`config.mk`:
```
export PLATFORM = sky130hd
export DESIGN_NAME = cbspd_core
export DESIGN_NICKNAME = d
export VERILOG_FILES = /design/src/rtl/cbspd_core.v
export VERILOG_INCLUDE_DIRS = /design/src /design/src/rtl
export SDC_FILE = /design/constraint.sdc
export NUM_CORES = 1
export LEC_CHECK = 0
export BUFFER_PORTS_ARGS = -buffer_cell sky130_fd_sc_hd__buf_2
export CAP_MARGIN = 20
export CORE_MARGIN = 2
export CORE_UTILIZATION = 54
export CTS_BUF_LIST = sky130_fd_sc_hd__clkbuf_4
export DETAILED_ROUTE_END_ITERATION = 6
export PLACE_DENSITY = 0.82
export REMOVE_ABC_BUFFERS = 1
export SKIP_LAST_GASP = 1
export SLEW_MARGIN = 20
export SYNTH_ARGS = -nofsm -noshare
export SYNTH_HDL_FRONTEND = slang
export SYNTH_SLANG_ARGS = --single-unit
```
`constraint.sdc`:
```
create_clock -name sys_clk -period 2.54 [get_ports sys_clk]
set_input_delay 0 -clock sys_clk [delete_from_list [all_inputs] [get_ports sys_clk]]
set_output_delay 0 -clock sys_clk [all_outputs]
set_load 0.005 [all_outputs]
```
`src/rtl/cbspd_regs.vh`:
```
// Constants for the CPU bus-state and power-down block
`ifndef CBSPD_REGS_VH
`define CBSPD_REGS_VH

// Clock and T-state timing
`define CBSPD_SYS_PERIOD_NS  10
`define CBSPD_T_PERIOD_NS    40
`define CBSPD_T_DIV          (`CBSPD_T_PERIOD_NS / `CBSPD_SYS_PERIOD_NS)
`define CBSPD_DIV_W          4

// Machine state codes
`define CBSPD_ST_W           4
`define CBSPD_ST_IDLE        4'h0
`define CBSPD_ST_T1          4'h1
`define CBSPD_ST_T2          4'h2
`define CBSPD_ST_TW          4'h3
`define CBSPD_ST_T3          4'h4
`define CBSPD_ST_T4          4'h5
`define CBSPD_ST_T5          4'h6
`define CBSPD_ST_T6          4'h7
`define CBSPD_ST_HALT        4'h8
`define CBSPD_ST_HOLD        4'h9

// Machine cycle types requested by the core
`define CBSPD_CYC_W          3
`define CBSPD_CYC_OF         3'h0
`define CBSPD_CYC_MR         3'h1
`define CBSPD_CYC_MW         3'h2
`define CBSPD_CYC_IOR        3'h3
`define CBSPD_CYC_IOW        3'h4
`define CBSPD_CYC_INA        3'h5

// Status codes {io_mem_sel, status_bit_one, status_bit_zero}
`define CBSPD_STAT_OF        3'h3
`define CBSPD_STAT_MR        3'h2
`define CBSPD_STAT_MW        3'h1
`define CBSPD_STAT_IOR       3'h6
`define CBSPD_STAT_IOW       3'h5
`define CBSPD_STAT_INA       3'h7
`define CBSPD_STAT_BI        3'h2

`endif

```
`src/rtl/cbspd_core.v`:
```
// Bus-state output control and power-down sequencing of an 8-bit multiplexed-bus CPU
`timescale 1ns/1ps
`include "cbspd_regs.vh"

module cbspd_core (
   input  wire        sys_clk,
   input  wire        rstn,
   input  wire        req_valid,
   input  wire [2:0]  req_type,
   input  wire [15:0] req_addr,
   input  wire [7:0]  req_wdata,
   input  wire        req_bus_idle,
   input  wire        req_long,
   input  wire        halt_exec,
   input  wire        int_enable,
   input  wire [2:0]  restart_mask,
   input  wire        ready_pin,
   input  wire        hold_pin,
   input  wire        nmi_pin,
   input  wire        restart_int_edge,
   input  wire        restart_int_level_high,
   input  wire        restart_int_level_low,
   input  wire        general_interrupt_request,
   input  wire [7:0]  muxed_low_address_data_in,
   output reg         req_ready_q,
   output reg         cycle_done_q,
   output reg  [7:0]  read_data_q,
   output reg         wake_int_q,
   output reg  [2:0]  wake_src_q,
   output reg         power_down_q,
   output reg         hold_ack_q,
   output reg         status_bit_zero_q,
   output reg         status_bit_one_q,
   output reg         io_mem_sel_q,
   output reg         io_mem_sel_oe_q,
   output reg  [7:0]  upper_address_byte_q,
   output reg         upper_address_byte_oe_q,
   output reg  [7:0]  muxed_low_address_data_q,
   output reg         muxed_low_address_data_oe_q,
   output reg         read_n_q,
   output reg         write_n_q,
   output reg         strobe_oe_q,
   output reg         interrupt_acknowledge_n_q,
   output reg         ale_q
);

   // T-state divider: one enable pulse per T state
   reg [`CBSPD_DIV_W-1:0] div_q;
   reg                    tick_q;

   always @(posedge sys_clk or negedge rstn) begin
      if (!rstn) begin
         div_q  <= 4'h0;
         tick_q <= 1'b0;
      end else begin
         tick_q <= (div_q == (`CBSPD_T_DIV - 1));
         if (div_q == (`CBSPD_T_DIV - 1))
            div_q <= 4'h0;
         else
            div_q <= div_q + 4'h1;
      end
   end

   // Pin synchronisers; only the second stage is read by logic
   reg [6:0] pin_s1_q;
   reg [6:0] pin_s2_q;
   reg       edge_prev_q;
   reg       edge_latch_q;
   reg       nmi_prev_q;
   reg       nmi_armed_q;

   always @(posedge sys_clk or negedge rstn) begin
      if (!rstn) begin
         pin_s1_q <= 7'h00;
         pin_s2_q <= 7'h00;
      end else begin
         pin_s1_q <= {ready_pin, hold_pin, nmi_pin, restart_int_edge, restart_int_level_high,
                      restart_int_level_low, general_interrupt_request};
         pin_s2_q <= pin_s1_q;
      end
   end

   wire ready_s = pin_s2_q[6];
   wire hold_s  = pin_s2_q[5];
   wire nmi_s   = pin_s2_q[4];
   wire edge_s  = pin_s2_q[3];
   wire lvlh_s  = pin_s2_q[2];
   wire lvll_s  = pin_s2_q[1];
   wire gen_s   = pin_s2_q[0];

   // Machine state and captured cycle
   reg [`CBSPD_ST_W-1:0]  st_q;
   reg [`CBSPD_ST_W-1:0]  st_d;
   reg [`CBSPD_CYC_W-1:0] cyc_q;
   reg [15:0]             addr_q;
   reg [7:0]              wdata_q;
   reg                    idle_cyc_q;
   reg                    long_q;

   // Accepted interrupt while halted, fixed priority nmi, edge, level high, level low, general
   wire nmi_hit  = nmi_s & nmi_armed_q;
   wire edge_hit = edge_latch_q & ~restart_mask[2] & int_enable;
   wire lvlh_hit = lvlh_s & ~restart_mask[1] & int_enable;
   wire lvll_hit = lvll_s & ~restart_mask[0] & int_enable;
   wire gen_hit  = gen_s & int_enable;
   wire int_hit  = nmi_hit | edge_hit | lvlh_hit | lvll_hit | gen_hit;
   wire take_wake = tick_q & (st_q == `CBSPD_ST_HALT) & int_hit;

   // Edge request stays latched until any wake not taken by the non-maskable input; a new edge wins over the clear
   always @(posedge sys_clk or negedge rstn) begin
      if (!rstn) begin
         edge_prev_q  <= 1'b0;
         edge_latch_q <= 1'b0;
         nmi_prev_q   <= 1'b0;
         nmi_armed_q  <= 1'b0;
      end else begin
         edge_prev_q <= edge_s;
         nmi_prev_q  <= nmi_s;
         if (edge_s & ~edge_prev_q)
            edge_latch_q <= 1'b1;
         else if (take_wake & ~nmi_hit)
            edge_latch_q <= 1'b0;
         // Non-maskable input must fall and rise again before it counts twice
         if (nmi_s & ~nmi_prev_q)
            nmi_armed_q <= 1'b1;
         else if ((take_wake & nmi_hit) | ~nmi_s)
            nmi_armed_q <= 1'b0;
      end
   end

   function [2:0] stat_code;
      input [2:0] t;
      input       bi;
      begin
         if (bi)
            stat_code = `CBSPD_STAT_BI;
         else begin
            case (t)
               `CBSPD_CYC_OF:  stat_code = `CBSPD_STAT_OF;
               `CBSPD_CYC_MR:  stat_code = `CBSPD_STAT_MR;
               `CBSPD_CYC_MW:  stat_code = `CBSPD_STAT_MW;
               `CBSPD_CYC_IOR: stat_code = `CBSPD_STAT_IOR;
               `CBSPD_CYC_IOW: stat_code = `CBSPD_STAT_IOW;
               `CBSPD_CYC_INA: stat_code = `CBSPD_STAT_INA;
               default:        stat_code = `CBSPD_STAT_BI;
            endcase
         end
      end
   endfunction

   wire is_write = (cyc_q == `CBSPD_CYC_MW) | (cyc_q == `CBSPD_CYC_IOW);
   wire is_ina   = (cyc_q == `CBSPD_CYC_INA);
   wire is_of    = (cyc_q == `CBSPD_CYC_OF);
   wire has_t4   = is_of | is_ina;

   // Next state, evaluated once per T state; new work starts only from idle
   always @* begin
      st_d = st_q;
      case (st_q)
         `CBSPD_ST_IDLE: begin
            if (halt_exec)
               st_d = `CBSPD_ST_HALT;
            else if (hold_s)
               st_d = `CBSPD_ST_HOLD;
            else if (req_valid & req_ready_q)
               st_d = `CBSPD_ST_T1;
         end
         `CBSPD_ST_T1: st_d = `CBSPD_ST_T2;
         `CBSPD_ST_T2: st_d = (ready_s | idle_cyc_q) ? `CBSPD_ST_T3 : `CBSPD_ST_TW;
         `CBSPD_ST_TW: st_d = ready_s ? `CBSPD_ST_T3 : `CBSPD_ST_TW;
         `CBSPD_ST_T3: st_d = has_t4 ? `CBSPD_ST_T4 : `CBSPD_ST_IDLE;
         `CBSPD_ST_T4: st_d = long_q ? `CBSPD_ST_T5 : `CBSPD_ST_IDLE;
         `CBSPD_ST_T5: st_d = `CBSPD_ST_T6;
         `CBSPD_ST_T6: st_d = `CBSPD_ST_IDLE;
         `CBSPD_ST_HALT: st_d = int_hit ? `CBSPD_ST_IDLE : `CBSPD_ST_HALT;
         `CBSPD_ST_HOLD: st_d = hold_s ? `CBSPD_ST_HOLD : `CBSPD_ST_IDLE;
         default: st_d = `CBSPD_ST_IDLE;
      endcase
   end

   always @(posedge sys_clk or negedge rstn) begin
      if (!rstn) begin
         st_q       <= `CBSPD_ST_IDLE;
         cyc_q      <= `CBSPD_CYC_OF;
         addr_q     <= 16'h0000;
         wdata_q    <= 8'h00;
         idle_cyc_q <= 1'b0;
         long_q     <= 1'b0;
      end else if (tick_q) begin
         st_q <= st_d;
         if ((st_q == `CBSPD_ST_IDLE) && (st_d == `CBSPD_ST_T1)) begin
            cyc_q      <= req_type;
            addr_q     <= req_addr;
            wdata_q    <= req_wdata;
            idle_cyc_q <= req_bus_idle;
            long_q     <= req_long & (req_type == `CBSPD_CYC_OF);
         end
      end
   end

   // Core-side handshake and status
   always @(posedge sys_clk or negedge rstn) begin
      if (!rstn) begin
         req_ready_q  <= 1'b0;
         cycle_done_q <= 1'b0;
         read_data_q  <= 8'h00;
         wake_int_q   <= 1'b0;
         wake_src_q   <= 3'h0;
         power_down_q <= 1'b0;
         hold_ack_q   <= 1'b0;
      end else begin
         cycle_done_q <= 1'b0;
         wake_int_q   <= 1'b0;
         if (tick_q) begin
            req_ready_q  <= (st_d == `CBSPD_ST_IDLE) & ~halt_exec & ~hold_s;
            power_down_q <= (st_d == `CBSPD_ST_HALT) | (st_d == `CBSPD_ST_HOLD);
            // Halt grants hold status to a requester; release of hold keeps the halt
            hold_ack_q   <= (st_d == `CBSPD_ST_HOLD) | ((st_d == `CBSPD_ST_HALT) & hold_s);
            if (st_d == `CBSPD_ST_IDLE && st_q != `CBSPD_ST_IDLE && st_q != `CBSPD_ST_HALT &&
                st_q != `CBSPD_ST_HOLD)
               cycle_done_q <= 1'b1;
            if ((st_q == `CBSPD_ST_T3) && !is_write && !idle_cyc_q)
               read_data_q <= muxed_low_address_data_in;
            if (take_wake) begin
               wake_int_q <= 1'b1;
               wake_src_q <= nmi_hit ? 3'h0 : edge_hit ? 3'h1 : lvlh_hit ? 3'h2 : lvll_hit ? 3'h3 : 3'h4;
            end
         end
      end
   end

   // Pin drive per machine state; reset defaults are the reset-state levels
   always @(posedge sys_clk or negedge rstn) begin
      if (!rstn) begin
         status_bit_zero_q           <= 1'b0;
         status_bit_one_q            <= 1'b0;
         io_mem_sel_q                <= 1'b0;
         io_mem_sel_oe_q             <= 1'b0;
         upper_address_byte_q        <= 8'h00;
         upper_address_byte_oe_q     <= 1'b0;
         muxed_low_address_data_q    <= 8'h00;
         muxed_low_address_data_oe_q <= 1'b0;
         read_n_q                    <= 1'b1;
         write_n_q                   <= 1'b1;
         strobe_oe_q                 <= 1'b0;
         interrupt_acknowledge_n_q   <= 1'b1;
         ale_q                       <= 1'b0;
      end else if (tick_q) begin
         read_n_q                  <= 1'b1;
         write_n_q                 <= 1'b1;
         interrupt_acknowledge_n_q <= 1'b1;
         ale_q                     <= 1'b0;
         case (st_d)
            `CBSPD_ST_T1: begin
               {io_mem_sel_q, status_bit_one_q, status_bit_zero_q} <=
                  (st_q == `CBSPD_ST_IDLE) ? stat_code(req_type, req_bus_idle) : 3'h2;
               io_mem_sel_oe_q             <= 1'b1;
               upper_address_byte_q        <= req_addr[15:8];
               upper_address_byte_oe_q     <= 1'b1;
               muxed_low_address_data_q    <= req_addr[7:0];
               muxed_low_address_data_oe_q <= ~req_bus_idle;
               strobe_oe_q                 <= 1'b1;
               ale_q                       <= ~req_bus_idle;
            end
            `CBSPD_ST_T2, `CBSPD_ST_TW, `CBSPD_ST_T3: begin
               muxed_low_address_data_q    <= wdata_q;
               muxed_low_address_data_oe_q <= is_write & ~idle_cyc_q;
               if (!idle_cyc_q) begin
                  read_n_q                  <= ~(is_of | (cyc_q == `CBSPD_CYC_MR) | (cyc_q == `CBSPD_CYC_IOR));
                  write_n_q                 <= ~is_write;
                  interrupt_acknowledge_n_q <= ~is_ina;
               end
            end
            `CBSPD_ST_T4, `CBSPD_ST_T5, `CBSPD_ST_T6: begin
               status_bit_one_q            <= 1'b1;
               io_mem_sel_q                <= is_ina;
               muxed_low_address_data_oe_q <= 1'b0;
            end
            `CBSPD_ST_HALT: begin
               status_bit_one_q            <= 1'b0;
               status_bit_zero_q           <= 1'b0;
               io_mem_sel_oe_q             <= 1'b0;
               upper_address_byte_oe_q     <= 1'b0;
               muxed_low_address_data_oe_q <= 1'b0;
               strobe_oe_q                 <= 1'b0;
            end
            `CBSPD_ST_HOLD: begin
               io_mem_sel_oe_q             <= 1'b0;
               upper_address_byte_oe_q     <= 1'b0;
               muxed_low_address_data_oe_q <= 1'b0;
               strobe_oe_q                 <= 1'b0;
            end
            default: begin
               // Idle between cycles: bus parked, data byte released
               muxed_low_address_data_oe_q <= 1'b0;
               if (st_q == `CBSPD_ST_HALT || st_q == `CBSPD_ST_HOLD) begin
                  io_mem_sel_oe_q         <= 1'b1;
                  upper_address_byte_oe_q <= 1'b1;
                  strobe_oe_q             <= 1'b1;
               end
            end
         endcase
      end
   end

endmodule // cbspd_core

```
==> results of run 1 <==
## metal layers
metal  wire (µm)  GRT usage  up-vias
li1            -          -     1325
met1        3510      0.314     1349
met2        4080      0.404      107
met3         439     0.0603       10
met4         104     0.0997        0
met5           0          0        -
## flip-flops by register name, indices dropped and copies added (netlist names), 3 cells and up
name	cells
pin_s1_q	7
pin_s2_q	7
div_q	4
read_data_q	8
cyc_q	3
upper_address_byte_q	8
muxed_low_address_data_q	8
st_q	4
wake_src_q	3
wdata_q	8
## worst reg2reg max path: stages, from the launching register on
cell	delay (ns)
dfrtp_1	0.46
or4_1	0.58
or3_4	0.38
nand4_4	0.14
and2_4	0.37
mux2_1	0.37
## path summary, 6_finish.rpt
path | end | start | cells past startpoint
max | wdata_q[7]$_DFFE_PN0P_ | st_q[1]$_DFFE_PN0P_ | 5
min | wake_src_q[1]$_DFFE_PN0P_ | restart_mask[2] | 4
max reg2reg | wdata_q[7]$_DFFE_PN0P_ | st_q[1]$_DFFE_PN0P_ | 5
min reg2reg | pin_s2_q[6]$_DFF_PN0_ | pin_s1_q[6]$_DFF_PN0_ | 0
max in group asynchronous | st_q[3]$_DFFE_PN0P_ | rstn | 2
min in group asynchronous | upper_address_byte_q[3]$_DFFE_PN0P_ | rstn | 2
## layout make-up
cell class	instances	area share
Sequential cell	81	0.441
Timing Repair Buffer	149	0.218
Clock buffer	9	0.0147
Inverter	13	0.0106
Multi-Input combinational cell	178	0.281
Tap cell	77	0.0209
Clock inverter	7	0.0149
## cells by family after synthesis
kind of cell,count (synthesis),share of synthesized area
buffers and inverters,27,0.0384
DFF,81,0.587
and+or+nand+nor,85,0.142
AOI/OAI and AO/OA,55,0.111
adders and majority gates,2,0.00724
xor gates and xnor gates,4,0.0101
muxes,32,0.104
## report_power, final
group	switching, mW	internal, mW
combinational	0.668	0.721
clock	0.446	0.299
sequential	0.285	1.70
total	1.40	2.72
## per-stage QoR
stage	instances	cell area [µm²]	total power, mW	hold slack, ns	setup slack [ns]
final	514	4610	4.12	0.0481	0.109
after global routing	514	4610	4.40	0.0624	0.0273
after CTS	514	4610	4.10	0.0322	0.0891
after detailed placement	451	4000	3.29	0.110	0.112
after global placement	451	4000	3.25	0.109	0.179
after floorplan	272	3370	2.68	-0.296	0.258
## cell usage after synthesis (all sizes together), types with 2 or more instances
master and n:
clkbuf 4, o21a 2, and3 11, nor4b 2
a31oi 6, dfstp 3, nor2 16, nand3b 3
nor3 2, mux2 30, ha 2, nor4 2
nand2 16, xor2 3, and2 3, nand3 7
o21ai 10, a22oi 3, nand2b 4, nor3b 4
or4 2, o31ai 4, a211oi 2, nand4 3
o22ai 2, inv 13, a221o 8, buf 10
dfrtp 78, a21oi 9, mux2i 2, nor2b 6
## what timing repair did
item / CTS / global route
hold endpoints to repair: 126 / 0
hold buffers: 47 / 0
resized for setup: 0 / 1
setup endpoints to repair: 0 / 25
==> metrics.md, run 1 <==
| Metric | Value |
|---|---|
| Initial antenna violation count | `0` |
| Worst Path Class, Setup | `reg -> reg` |
| Syn avg cell area | `12.1 µm²` |
| GR Overflow Total | `0` |
| Top FF cell, synth | `dfrtp_1` |
| Slowest stage cell, crit path | `or4_1` |
| Reg area | `roughly 0.002 mm²` |
| Most area-consuming cells after synthesis | `dfrtp_1 56%, mux2_1 6.5%, mux2_2 3.3%, a221o_1 2.3%, dfstp_2 2.3%` |
| Die outline height | `84.0 µm` |
| Nets@finish | `486` |
| Cell taking the most area after synthesis | `dfrtp_1` |
| Setup_tns | `0 ns` |
| Post-Route Utilization | `0.735` |
| Crit-path max cell delay | `0.58 ns` |
| Placeable Area | `0.00628 mm²` |
| Post-synthesis sequential area ratio | `0.587` |
| Seq cells post-synth | `81` |
| Leakage power | `2.25 nW` |
| Pwr dens | `893 mW/mm²` |
| Avg WL per Cell | `roughly 16 µm` |
| Peak supply drop | `about 0.00064 V` |
| Setup Skew | `between 0.015 and 0.02 ns` |
| RSZ-0062 raised after global routing | `false` |
| Worst Hold Class | `in -> reg` |
| DRC Markers | `0` |
| Vias in the first global route | `2,906` |
| Number of port buffers | `94` |
| Synthesis Warnings | `0` |
| Async SR Flop Fraction | `1.00` |
| Setup crit end kind | `flip-flop` |
| Most frequent cells in the layout | `93 x buf_2, 77 x dfrtp_1, 47 x dlygate4sd3_1` |
| Max Cap Viol | `0` |
| Antenna Nets Post-Route | `0` |
| First DRT Iteration DRCs | `about 330` |
| Largest net degree at the start of global routing | `82` |
| Fmax achieved | `411 MHz` |
| CTS tree | `yes` |
| Drt pass-1 iters | `4` |
| EDFF count, synth | `0` |
| Number of fill cells | `425` |
| Share of the synthesized area in the top cell type | `0.565` |
| Footprint of the multi-input gates | `~0.0013 mm²` |
| Area Growth Syn to Fin | `33.4%` |
| Worst-path maximum fanout | `25` |
| Number of CTS-inserted buffers | `9` |
| Req. time, crit path | `2.84 ns` |
| Outcome | `finished clean` |
| Via count | `2,791` |
| Total GRT Usage | `0.246` |
| Die width | `84.0 µm` |
| Detailed placement HPWL | `a little over 5000 µm` |
| I/O Pins | `95` |
| Starting density of the core | `0.551` |
| Crit start category | `flip-flop` |
| Count of cell types in the netlist | `54` |
| Clk_lat worst skew | `0.42 ns` |
| Mapped Area | `0.00346 mm²` |
| Max-slew violations | `0` |
| First-pass GRT wire length | `13,700 µm` |
| Htree depth | `3` |
| Via/cell ratio | `5.43` |
| Worst slew pin tran | `0.972 ns` |
| Worst Path Arrival | `roughly 2.7 ns` |
| Antenna fix cells | `0` |
| Worst-path cell chain | `or4_1, or3_4, nand4_4, and2_4, mux2_1` |
| Setup-violating endpoint count in the final report | `0` |
| Root buf cell | `clkbuf_4` |
| Slew HR | `0.352` |
| Layout cell share with drive strength beyond 1 | `0.309` |
| CP delay by family, top | `simple AND/OR/NAND/NOR gates` |
| Clock Pin Slew Worst Setup and Hold Paths | `0.14 ns` |
| Buffers & Inverters on Critical Path | `0` |
| GP Congestion | `0.967` |
| Post-route minimum period | `between 2 and 2.5 ns` |
| Row cnt | `29` |
| Mapped Cells | `286` |
| Die area | `0.00706 mm²` |
| Reg2Reg Setup Slack | `about 0.11 ns` |
| Final Routed Wirelength | `between 8000 and 9000 µm` |
| Commonest non-fill, non-tap cell in the layout | `buf_2` |
| Setup bufs post-CTS | `0` |
| Final Hold Violating Endpoints | `0` |
| CTS Sinks | `approximately 80` |
| Clk buf depth | `2` |
| Tcrit/Tclk final | `0.957` |
(Power assumes the default switching activity.)
==> run 2: changes to the inputs <==
--- a/config.mk
+++ b/config.mk
@@ -12,6 +12,7 @@
 export CORE_UTILIZATION = 54
 export CTS_BUF_LIST = sky130_fd_sc_hd__clkbuf_4
 export DETAILED_ROUTE_END_ITERATION = 6
+export GPL_TIMING_DRIVEN = 0
 export PLACE_DENSITY = 0.82
 export REMOVE_ABC_BUFFERS = 1
 export SKIP_LAST_GASP = 1
==> metrics.md, run 2 (synthesis results as in run 1) <==
| Metric | Value |
|---|---|
| Worst slack at placement | `-0.0476 ns` |
| Largest net degree at the start of global routing | `59` |
| Number of CTS-inserted buffers | `9` |
| Outcome | `finished clean` |
| Initial antenna violation count | `0` |
| Worst Hold Class | `in -> reg` |
| Via count | `2,831` |
| Clk buf depth | `2` |
| Hold Path Stages | `4` |
| Worst-path cell chain | `or4_1, or3_4, nand4_4, and2_4, mux2_1` |
| Worst-path maximum fanout | `15` |
| First-pass GRT wire length | `14,000 µm` |
| Starting density of the core | `0.551` |
| Leakage power | `2.22 nW` |
| Placeable Area | `0.00628 mm²` |
| R2R Path End | `upper_address_byte_q[5]$_DFFE_PN0P_` |
| Antenna fix cells | `0` |
| Area Growth Syn to Fin | `33.0%` |
| Setup ws final | `approximately 0.12 ns` |
| CP delay by family, top | `simple AND/OR/NAND/NOR gates` |
| First DRT Iteration DRCs | `200` |
| CTS tree | `yes` |
| Detailed placement HPWL | `4850 µm` |
| Setup_tns | `0 ns` |
| Slew HR | `0.567` |
| Worst Path Class, Setup | `reg -> reg` |
| Dpl cell area | `0.00397 mm²` |
| Setup-violating endpoint count in the final report | `0` |
| Commonest non-fill, non-tap cell in the layout | `buf_2` |
| CTS Sinks | `roughly 80` |
| Final Routed Wirelength | `8480 µm` |
| Setup bufs post-CTS | `0` |
| Most frequent cells in the layout | `93 x buf_2, 74 x dfrtp_1, 49 x dlygate4sd3_1` |
| GR Overflow Total | `0` |
| Crit start category | `flip-flop` |
| Number of fill cells | `roughly 420` |
| DRC Markers | `0` |
| R2R cell count | `5` |
| Req. time, crit path | `~2.9 ns` |
| Drt pass-1 iters | `4` |
| Setup crit end kind | `flip-flop` |
| Final Total Pwr | `between 4 and 5 mW` |
| Slowest stage cell, crit path | `or4_1` |
| Die area | `0.00706 mm²` |
| Peak supply drop | `roughly 0.00054 V` |
| Antenna Nets Post-Route | `0` |
| Die width | `84.0 µm` |
| Buffers & Inverters on Critical Path | `0` |
| Inst Count DP | `between 400 and 500` |
| Post-Route Utilization | `0.733` |
| Post-route minimum period | `approximately 2.4 ns` |
| Tcrit/Tclk final | `0.953` |
| Crit-path max cell delay | `0.59 ns` |
| Row cnt | `29` |
| Via/cell ratio | `5.54` |
| Fin area | `approximately 0.0046 mm²` |
| Minimum hold slack | `0.0632 ns` |
| Root buf cell | `clkbuf_4` |
| Setup Skew | `0.0265 ns` |
| Die outline height | `~84 µm` |
| Crit. Startpoint | `st_q[0]$_DFFE_PN0P_` |
| Avg WL per Cell | `16.6 µm` |
| Total GRT Usage | `0.255` |
| Clk_lat worst skew | `0.43 ns` |
| Nets@finish | `483` |
| I/O Pins | `95` |
| Layout cell share with drive strength beyond 1 | `0.309` |
| Max Cap Viol | `0` |
| Hold path endpoint | `wake_src_q[1]$_DFFE_PN0P_` |
| Number of port buffers | `94` |
| Clock Pin Slew Worst Setup and Hold Paths | `about 0.14 ns` |
| Worst Path Arrival | `2.74 ns` |
| Min-delay src | `restart_mask[2]` |
| Htree depth | `3` |
| Worst slew pin tran | `0.647 ns` |
| GP Congestion | `0.845` |
| Fmax achieved | `413 MHz` |
| Final Hold Violating Endpoints | `0` |
| Vias in the first global route | `2,950` |
| Finished Layout Cells | `511` |
| R2r startpoint | `st_q[0]$_DFFE_PN0P_` |
| Max-slew violations | `0` |
| Pwr dens | `872 mW/mm²` |
| Reg2Reg Setup Slack | `0.12 ns` |
-- run 2: repair_timing --
action / in CTS / in global routing
gates cloned: 1 / 1
hold buffers: 49 / 0
endpoints found under the hold margin: 129 / 0
endpoints found under the setup margin: 28 / 27
resized for setup: 3 / 4
-- run 2: where the power goes --
group,switching [mW],leakage (nW),internal [mW]
logic,0.642,1.17,0.682
clock network,0.453,0.0551,0.205
registers,0.325,0.990,1.70
-- run 2: layout make-up --
| cell class | instances | area [µm²] | area share |
|---|---|---|---|
| multi-input combinational | 180 | 1320 | 0.286 |
| inverter | 13 | 48.8 | 0.0106 |
| timing repair buffer | 144 | 991 | 0.215 |
| clock inverter | 6 | 35.0 | 0.00762 |
| sequential | 81 | 2040 | 0.443 |
| tap | 77 | 96.3 | 0.0209 |
| clock buffer | 10 | 75.1 | 0.0163 |
-- run 2: worst register-to-register path, stage by stage (launching register included) --
cell     delay, ns
dfrtp_2       0.51
or4_1         0.59
or3_4         0.39
nand4_4       0.17
and2_4        0.31
mux2_1        0.38
-- run 2: how the worst max path moves through the flow --
| stage | end | slack (ns) | cells after the start |
|---|---|---|---|
| after floorplan | cyc_q[1]$_DFFE_PN0P_ | 0.26 | 5 |
| after global placement | upper_address_byte_q[2]$_DFFE_PN0P_ | -0.03 | 4 |
| after detailed placement | upper_address_byte_q[7]$_DFFE_PN0P_ | -0.05 | 4 |
| after CTS | idle_cyc_q$_DFFE_PN0P_ | -0.004 | 5 |
| after global routing | upper_address_byte_q[5]$_DFFE_PN0P_ | -0.01 | 6 |
| final | upper_address_byte_q[5]$_DFFE_PN0P_ | 0.12 | 5 |
-- run 2: metal layers --
metal  vias to the layer above  share of wire  routed length [µm]  global-route usage
met1                      1373           0.39                3320               0.308
met3                        19          0.066                 557              0.0524
met5                         -              0                   0                   0
met2                       114           0.52                4400               0.438
li1                       1325              -                   -                   -
met4                         0          0.024                 207               0.120
